### src/rtl/wdt_regs.svh
// Register map, reset values and fixed codes of the reloadable watchdog.
// Assumes an Avalon-MM byte-addressed word bus with 32-bit data.
`ifndef WDT_REGS_SVH
`define WDT_REGS_SVH
`define WDT_ADDR_W        4
`define WDT_CTL_OFS       4'h0
`define WDT_UPPER_OFS     4'h4
`define WDT_MIDDLE_OFS    4'h8
`define WDT_LOW_OFS       4'hc
`define WDT_UNLOCK_FIRST  8'h55
`define WDT_UNLOCK_SECOND 8'haa
`define WDT_RELOAD_RST    24'h000400
`define WDT_COUNT_MAX     24'hffffff
`define WDT_NO_REFRESH    24'h000002
`define WDT_COUNT_ZERO    24'h000000
`define WDT_COUNT_ONE     24'h000001
`define WDT_STAT_WDT_BIT  0
`define WDT_STAT_STOP_BIT 1
`define WDT_STAT_ON_BIT   2
`define WDT_STAT_LOCK_BIT 3
`define WDT_OSC_HZ        10000
`endif

### src/rtl/wdt_pkg.sv
// Types shared by the watchdog design.
// Assumes wdt_regs.svh supplies the numeric constants.
package wdt_pkg;
  typedef enum logic [2:0] {
    LK_LOCKED,
    LK_GOT_FIRST,
    LK_WANT_UPPER,
    LK_WANT_MIDDLE,
    LK_WANT_LOW
  } lock_e;

  typedef struct packed {
    logic        running;
    logic [23:0] count;
    logic [23:0] reload;
    lock_e       lock;
    logic        wdt_flag;
    logic        stop_flag;
    logic        irq;
    logic        sys_rst;
    logic        smr;
    logic        tick_q;
    logic [31:0] rdata;
    logic        rvalid;
  } wdt_state_s;
endpackage

### src/rtl/wdt_top.sv
// Reloadable 24-bit watchdog with unlock-protected reload bytes and Avalon-MM slave.
// Assumes i_osc_tick is a one-cycle pulse per watchdog oscillator period, synchronous to i_mclk.
// Notes on behaviour
// [RULE1] 24-bit down-counter advanced only by oscillator ticks
// [RULE2] Enabled by refresh instruction or always-on option
// [RULE3] Once enabled it never stops counting
// [RULE4] Reload is upper, middle, low bytes concatenated
// [RULE5] Time-out ms equals reload over ten
// [RULE6] Refresh ignored when count two or lower
// [RULE7] Software never programs reload below four
// [RULE8] First enable loads counter from reload
// [RULE9] Each refresh reloads counter, counting continues
// [RULE10] Zero count times out; option picks response
// [RULE11] Interrupt mode raises request, sets status flag
// [RULE12] After interrupt time-out counter restarts at maximum
// [RULE13] Status read clears time-out flag, blocks repeat
// [RULE14] Stopped interrupt mode: recovery, request, both flags
// [RULE15] Reset mode forces system reset, sets flag
// [RULE16] Stopped reset mode: recovery, both flags
// [RULE17] Unlock only after writes 55 then AA
// [RULE18] Unlock writes change no stored control bits
// [RULE19] Software writes upper, middle, low in order
// [RULE20] Any stray write relocks the sequence; writes with byteenable[0] low are ignored and do not relock
// [RULE21] Debugger must keep refreshing during debug
// [RULE22] Byte reads return live counter bytes
// [RULE23] Low byte write completes and relocks
`timescale 1ns/1ps
`include "wdt_regs.svh"
module wdt_top
  import wdt_pkg::*;
#(
  parameter int unsigned OSC_HZ = `WDT_OSC_HZ
) (
  input  wire logic                   i_mclk,
  input  wire logic                   i_rstn,
  input  wire logic [`WDT_ADDR_W-1:0] i_avs_address,
  input  wire logic                   i_avs_read,
  input  wire logic                   i_avs_write,
  input  wire logic [31:0]            i_avs_writedata,
  input  wire logic [3:0]             i_avs_byteenable,
  output logic      [31:0]            o_avs_readdata,
  output logic                        o_avs_waitrequest,
  input  wire logic                   i_osc_tick,
  input  wire logic                   i_refresh,
  input  wire logic                   i_always_on_option,
  input  wire logic                   i_timeout_response_option,
  input  wire logic                   i_stop_mode,
  output logic                        o_irq,
  output logic                        o_sys_reset,
  output logic                        o_stop_recovery,
  output logic                        o_running
);

  wdt_state_s st;
  wdt_state_s next_st;

  logic wr_ctl;
  logic wr_upper;
  logic wr_middle;
  logic wr_low;
  logic rd_ctl;
  logic any_wr;
  logic timeout;
  logic refresh_ok;
  logic [7:0] wbyte;

  function automatic logic hit(input logic [`WDT_ADDR_W-1:0] a, input logic [`WDT_ADDR_W-1:0] ofs);
    hit = (a == ofs);
  endfunction

  // One-cycle accept: wait one cycle, answer on the second
  assign o_avs_waitrequest = (i_avs_read | i_avs_write) & ~st.rvalid;
  assign o_avs_readdata    = st.rdata;
  assign o_irq             = st.irq;
  assign o_sys_reset       = st.sys_rst;
  assign o_stop_recovery   = st.smr;
  assign o_running         = st.running;

  always_comb begin
    next_st = st;
    wbyte   = i_avs_writedata[7:0];
    any_wr  = i_avs_write & st.rvalid & i_avs_byteenable[0];
    wr_ctl    = any_wr & hit(i_avs_address, `WDT_CTL_OFS);
    wr_upper  = any_wr & hit(i_avs_address, `WDT_UPPER_OFS);
    wr_middle = any_wr & hit(i_avs_address, `WDT_MIDDLE_OFS);
    wr_low    = any_wr & hit(i_avs_address, `WDT_LOW_OFS);
    rd_ctl    = i_avs_read & st.rvalid & hit(i_avs_address, `WDT_CTL_OFS);
    refresh_ok = i_refresh & (st.count > `WDT_NO_REFRESH); // [RULE6]
    timeout    = st.running & i_osc_tick & (st.count == `WDT_COUNT_ONE); // [RULE10]
    next_st.tick_q = i_osc_tick;

    // Bus handshake: rvalid marks the answer cycle
    next_st.rvalid = (i_avs_read | i_avs_write) & ~st.rvalid;
    next_st.rdata  = 32'h0;
    if (i_avs_read & ~st.rvalid) begin
      unique case (i_avs_address)
        `WDT_CTL_OFS: begin
          next_st.rdata[`WDT_STAT_WDT_BIT]  = st.wdt_flag;
          next_st.rdata[`WDT_STAT_STOP_BIT] = st.stop_flag;
          next_st.rdata[`WDT_STAT_ON_BIT]   = st.running;
          next_st.rdata[`WDT_STAT_LOCK_BIT] = (st.lock == LK_LOCKED);
        end
        `WDT_UPPER_OFS:  next_st.rdata[7:0] = st.count[23:16]; // [RULE22]
        `WDT_MIDDLE_OFS: next_st.rdata[7:0] = st.count[15:8]; // [RULE22]
        `WDT_LOW_OFS:    next_st.rdata[7:0] = st.count[7:0]; // [RULE22]
        default:         next_st.rdata = 32'h0;
      endcase
    end

    // Unlock and ordered reload writes; control writes store nothing
    if (any_wr) begin
      next_st.lock = LK_LOCKED; // [RULE20] [RULE18]
      unique case (st.lock)
        LK_LOCKED:    if (wr_ctl && wbyte == `WDT_UNLOCK_FIRST) next_st.lock = LK_GOT_FIRST; // [RULE17]
        LK_GOT_FIRST: if (wr_ctl && wbyte == `WDT_UNLOCK_SECOND) next_st.lock = LK_WANT_UPPER; // [RULE17]
        LK_WANT_UPPER: if (wr_upper) begin
          next_st.reload[23:16] = wbyte; // [RULE4]
          next_st.lock          = LK_WANT_MIDDLE;
        end
        LK_WANT_MIDDLE: if (wr_middle) begin
          next_st.reload[15:8] = wbyte; // [RULE4]
          next_st.lock         = LK_WANT_LOW;
        end
        LK_WANT_LOW: if (wr_low) begin
          next_st.reload[7:0] = wbyte; // [RULE4]
          next_st.lock        = LK_LOCKED; // [RULE23]
        end
      endcase
    end

    // Counter: enable, refresh, countdown, time-out
    next_st.irq     = 1'b0;
    next_st.sys_rst = 1'b0;
    next_st.smr     = 1'b0;
    if (!st.running) begin
      if (i_refresh | i_always_on_option) begin // [RULE2]
        next_st.running = 1'b1; // [RULE3]
        next_st.count   = st.reload; // [RULE8]
      end
    end else if (refresh_ok) begin
      next_st.count = st.reload; // [RULE9]
    end else if (timeout) begin
      next_st.wdt_flag = 1'b1; // [RULE11] [RULE15]
      next_st.count    = `WDT_COUNT_MAX; // [RULE12]
      if (i_stop_mode) begin
        next_st.stop_flag = 1'b1; // [RULE14] [RULE16]
        next_st.smr       = 1'b1; // [RULE14] [RULE16]
        next_st.irq       = ~i_timeout_response_option; // [RULE14]
      end else if (i_timeout_response_option) begin
        next_st.sys_rst = 1'b1; // [RULE15]
      end else begin
        next_st.irq = 1'b1; // [RULE11]
      end
    end else if (i_osc_tick && st.count != `WDT_COUNT_ZERO) begin
      next_st.count = st.count - `WDT_COUNT_ONE; // [RULE1] [RULE5]
    end

    // Status read clears flags unless a time-out sets them in the same cycle
    if (rd_ctl && !timeout) begin
      next_st.wdt_flag  = 1'b0; // [RULE13]
      next_st.stop_flag = 1'b0; // [RULE13]
    end
  end

  always_ff @(posedge i_mclk or negedge i_rstn) begin
    if (!i_rstn) begin
      st           <= '0;
      st.lock      <= LK_LOCKED;
      st.reload    <= `WDT_RELOAD_RST;
    end else begin
      st <= next_st;
    end
  end

endmodule // wdt_top

### config.mk
export PLATFORM = sky130hd
export DESIGN_NAME = wdt_top
export DESIGN_NICKNAME = d
export VERILOG_FILES = /design/src/rtl/wdt_pkg.sv /design/src/rtl/wdt_top.sv
export VERILOG_INCLUDE_DIRS = /design/src /design/src/rtl
export SDC_FILE = /design/constraint.sdc
export NUM_CORES = 1
export LEC_CHECK = 0
export BUFFER_PORTS_ARGS = -buffer_cell sky130_fd_sc_hd__buf_4
export CORE_ASPECT_RATIO = 1.2
export CORE_MARGIN = 4
export CORE_UTILIZATION = 50
export DETAILED_ROUTE_END_ITERATION = 8
export PLACE_DENSITY = 0.83
export SLEW_MARGIN = 10
export SYNTH_ARGS = -nofsm -noshare
export SYNTH_HDL_FRONTEND = slang
export SYNTH_SLANG_ARGS = --single-unit
### constraint.sdc
create_clock -name i_mclk -period 8.7 [get_ports i_mclk]
set_input_delay 0.87 -clock i_mclk [delete_from_list [all_inputs] [get_ports i_mclk]]
set_output_delay 0.87 -clock i_mclk [all_outputs]
set_load 0.005 [all_outputs]
After elaboration in Yosys (flattened, before gate mapping) --
Index checks and enable logic that the tools add are counted.
Storage, ports and cells: bits in registers 66, output and inout port bits 37
Operators by class: mux-type cells 24, bitwise gates (word level) 17, add/subtract/negate cells 1, reductions and logical operators 18, equality and inequality tests 12, order comparisons 1
Operators by type and width (count):
- 24-bit two-way mux | 4
- 25-bit two-way mux | 1
- 24-bit by 1-bit == test with 1-bit output (second input constant) | 1
- 24-bit by 2-bit > comparator with 1-bit output (second input constant) | 1
- 24-bit nonzero test | 1
- 24-bit by 1-bit subtractor with 24-bit output (second input constant) | 1
- 4-bit one-hot mux with 4 select lines | 1
- 5-bit two-way mux | 3
- 3-bit one-hot mux with 5 select lines | 1
- 1-bit bitwise AND | 13
- 4-bit one-hot mux with 3 select lines | 1
- 3-bit AND reduction | 4
- 4-bit == test (second input constant) | 2
- 8-bit by 7-bit == test with 1-bit output (second input constant) | 1
- 8-bit == test (second input constant) | 1
- 1-bit two-way mux | 8
- 8-bit two-way mux | 1
- 2-bit nonzero test | 4
- 3-bit by 2-bit == test with 1-bit output (second input constant) | 2
- 2-bit two-way mux | 3
- 4-bit by 3-bit == test with 1-bit output (second input constant) | 1
- 1-bit logical AND | 4
- 4-bit zero test | 1
- 4-bit by 1-bit != test with 1-bit output (second input constant) | 1
- other kinds (10) | 12

Longest topological paths before layout --
depth after elaboration 6, mapped depth 9

Worst setup path before layout --
No wires, ideal clock.
kind input -> register, start point input port i_avs_address[2], end point register st[42] in the netlist's numbering, cell stages on the path 4, path buffers 1, path slack 5911 ps, arrival time 2664 ps, data required time 8575 ps, setup time 125 ps, cell sequence clkbuf_1 -> nand3_1 -> nor4_1 -> mux2_2
Between the ends: cells in the longest elaborated chain, start to end 3
Ends and longest elaborated chain:
- from (decl) | RTL line wdt_top.sv:36 | input wire logic [`WDT_ADDR_W-1:0] i_avs_address,
- 4-bit == test | RTL line wdt_top.sv:68 | hit = (a == ofs);
- 1-bit bitwise AND | RTL line wdt_top.sv:86 | wr_low = any_wr & hit(i_avs_address, `WDT_LOW_OFS);
- 3-bit AND reduction (no line)
- to (signal assigned) | RTL line wdt_top.sv:171 | st <= next_st;
- to (decl) | RTL line wdt_top.sv:54 | wdt_state_s st;
No other way between the ends. A chain may end at the register's enable or synchronous reset.

Worst setup path after layout --
start point register st[78] in the netlist's numbering, end point register st[77] in the netlist's numbering
Between the ends: cells in the longest elaborated chain, start to end 5
Ends and longest elaborated chain:
- parallel branches: the longest is 5 deep, another holds 24-bit by 2-bit > comparator with 1-bit output
Several ways; the timed one is not identified.

==> flow_metrics.tcl <==
set metrics [dict create \
    status "complete, no violations" \
    max_freq_ghz 0.2746 \
    rsz0062_at_grt "false" \
    dieArea_sq_um 9379 \
    tritoncts "yes" \
    viasPerCell 6.504 \
    io_buffers 34 \
    hold_buffers 0 \
    grt_pass1_wl_mm 17.07 \
    dr.first_iter.drc_count 419 \
    register_area_sq_um 1653 \
    syn-cell-area_sq_um 3944 \
    htreeDepth 3 \
    start_util 0.5146 \
    die_y_um 105.3 \
    worst_setup_path_end_kind "register" \
    cap_violations 0 \
    power_leakage_nw 1.950 \
    crit_fanout 16 \
    drt_pass1_iterations 5 \
    drt-total-wl_mm 10.89 \
    grt_overflow 0 \
    use_met1 0.3096 \
    busiest_layer "met2" \
    worst_pin_slew_ns 1.184 \
    drc 0 \
    stdcell_count 526 \
    synthToLayoutAreaGrowth_pct 10.53 \
    crit_required_ns 8.94 \
    irDropWorstVdd_mv 0.09259 \
    wl_per_cell_um 20.70 \
    worst-setup-path-type "register to register" \
    met2_usage 0.3715 \
    diodes 0 \
    final.setup_skew_ns 0.007167 \
    row_count 35 \
    seq_area_frac_synth 0.4191 \
    ys_types 63 \
    setup_viol 0 \
    timing.final.crit_share 0.4186 \
    root_buffer "clkbuf_8" \
    drive_gt1_frac 0.2304 \
    cts_buffers 9 \
    r2r_slack_ns 5.06 \
    synthFlopType "dfrtp_1" \
    relSlewSlack 0.2023 \
    met3_usage 0.04222 \
    holdCritPathClass "register to register" \
    clock-sinks 66 \
    io_pins 86 \
    drv_slew 0 \
    core-area_sq_um 7664 \
    r2r_end "st[77]$_DFFE_PN0P_" \
    hold_viol_final 0 \
    clock_tree.buffer_depth 2 \
    r2r_cells 6 \
    die_w_um 89.08 \
    gp_congestion 1.001 \
    cts-resized-gates 0 \
    insertion_delay_ns 0.35 \
    placed_area_sq_um 4118 \
    clk_pin_slew_worst_paths_ns 0.07 \
    cp.arrival_ns 3.88 \
    antenna_found_initial 0 \
    grt_use_total 0.2396 \
    worstSetupStartpointType "register" \
    fin_crit_ns 3.642 \
    synth_edf_count 0 \
    post-place-cells 510 \
    multi_input_area_sq_um 2001 \
    fill_cells 661 \
    via_count 3421 \
    power.density_nw_per_um2 169.4 \
    ant_nets 0 \
    synthArstFlopShare 1.000 \
    netlist_instances 403 \
    final_area_sq_um 4359 \
    hold_depth 1 \
    hpwlAfterDp_mm 7.900 \
    synth_warnings 0 \
    r2r-start "st[78]$_DFFE_PN0P_" \
    grt_max_degree 67 \
    post_cts_buffers 0 \
    tns_ns 0 \
    grt_pass1_vias 3215 \
    fin_nets 482 \
    synth_area_per_cell_sq_um 9.786 \
    synth_seq_cells 66 \
    min_to "st[37]$_DFFE_PN0P_" \
    min-delay-start "st[37]$_DFFE_PN0P_" \
]
## area by class of cell
class | count | share of cell area
clock buffers | 9 | 0.02842
clock inverters | 7 | 0.02698
inverters | 15 | 0.01292
multi-input cells | 298 | 0.4590
flip-flops and latches | 66 | 0.3792
well taps | 92 | 0.02641
repair buffers | 39 | 0.06716
## worst max-delay path by stage
stage,start,end,slack (ns),depth (start not counted)
finish,st[78]$_DFFE_PN0P_,st[77]$_DFFE_PN0P_,5.06,6
global route,st[78]$_DFFE_PN0P_,st[77]$_DFFE_PN0P_,5.02,6
CTS,st[78]$_DFFE_PN0P_,st[77]$_DFFE_PN0P_,5.20,6
detailed placement,st[78]$_DFFE_PN0P_,st[77]$_DFFE_PN0P_,5.20,6
global placement,st[78]$_DFFE_PN0P_,st[66]$_DFFE_PN0P_,5.19,6
floorplan,i_avs_address[2],st[42]$_DFFE_PN0P_,5.91,4
## per-stage QoR
step                      worst slack [ns]  utilization  hold slack, ns  power (mW)
after floorplan                      5.911            -          0.4445      0.3970
after global placement               5.194       0.5373          0.4615      0.4231
after detailed placement             5.204       0.5373          0.4690      0.4254
after CTS                            5.204       0.5688          0.4876      0.7403
after global routing                 5.024       0.5688          0.5157      0.7650
final                                5.058       0.5688          0.4849      0.7384
## flip-flops by register name, summed over array words and instances (netlist names)
register / flops
o_stop_recovery: 1
o_sys_reset: 1
st: 54
o_avs_readdata: 8
o_running: 1
o_irq: 1
## layout by cell type (no fill, tap or decap), types with 7 or more instances in the layout
cell       netlist  layout
nand2_1         17      17
o22a_1           7       7
mux2_2          23      23
inv_1           15      15
nor3_1          20      20
a2bb2oi_1        7       7
nor4_1           9       9
dfrtp_1         65      65
buf_4           34      39
a31oi_1          8       8
nand4_1          8       8
o21ai_0         19      19
nor2_1          29      29
clkbuf_8         0       9
a21oi_1         18      18
a22oi_1          7       7
nand3_1         13      13
conb_1           1      24
## kinds of logic (layout without fill, tap and decap cells)
family | after synthesis | in the layout | share of synthesized area
compound gates | 105 | 105 | 0.1919
xor+xnor | 2 | 2 | 0.004442
fa+ha+maj | 4 | 4 | 0.01269
buf+inv | 62 | 70 | 0.09549
flops | 66 | 66 | 0.4191
mux | 27 | 27 | 0.08852
other cells | 1 | 24 | 0.0009509
simple gates | 136 | 136 | 0.1869
## power breakdown
group / internal, mW / switching [mW]
Sequential: 0.317 / 0.0182
Combinational: 0.0364 / 0.0501
Clock: 0.190 / 0.126
Total: 0.544 / 0.194
## synth_stat cells, types with 3 or more instances
cell type   n  area (sq um)
o21a_1      4         30.03
o221a_2     5         56.30
and2_1      4         25.02
buf_4      34         255.2
a22oi_1     7         52.55
nor4b_1     3         26.28
a31oi_1     8         50.05
nor2b_1     5         31.28
nand3b_1    3         22.52
o22a_1      7         61.31
nand4_1     8         50.05
mux2_2     23         259.0
a21oi_1    18         90.09
clkbuf_1   10         37.54
o22ai_1     4         25.02
or4_1       4         30.03
nor4_1      9         56.30
or3_1       4         25.02
nor3_1     20         100.1
o21ai_0    19         95.09
nand2b_1    3         18.77
dfrtp_1    65          1627
ha_1        4         50.05
inv_1      15         56.30
nand2_1    17         63.81
nand3_1    13         65.06
a2bb2oi_1   7         61.31
nor2_1     29         108.9
mux4_2      4         90.09
## routing by layer
layer,wire length [um],share of wire
met4,574,0.053
met3,814,0.075
met5,0,0
met2,5185,0.48
met1,4314,0.40
## worst max-delay path, stage by stage (launching register included)
cell	delay, ns
dfrtp_1	0.46
or4_4	0.59
or3_1	0.51
o31a_1	0.59
o21ai_2	0.59
nand2_1	0.40
o221a_2	0.38
Note: power is estimated with default switching activity, not from simulation.
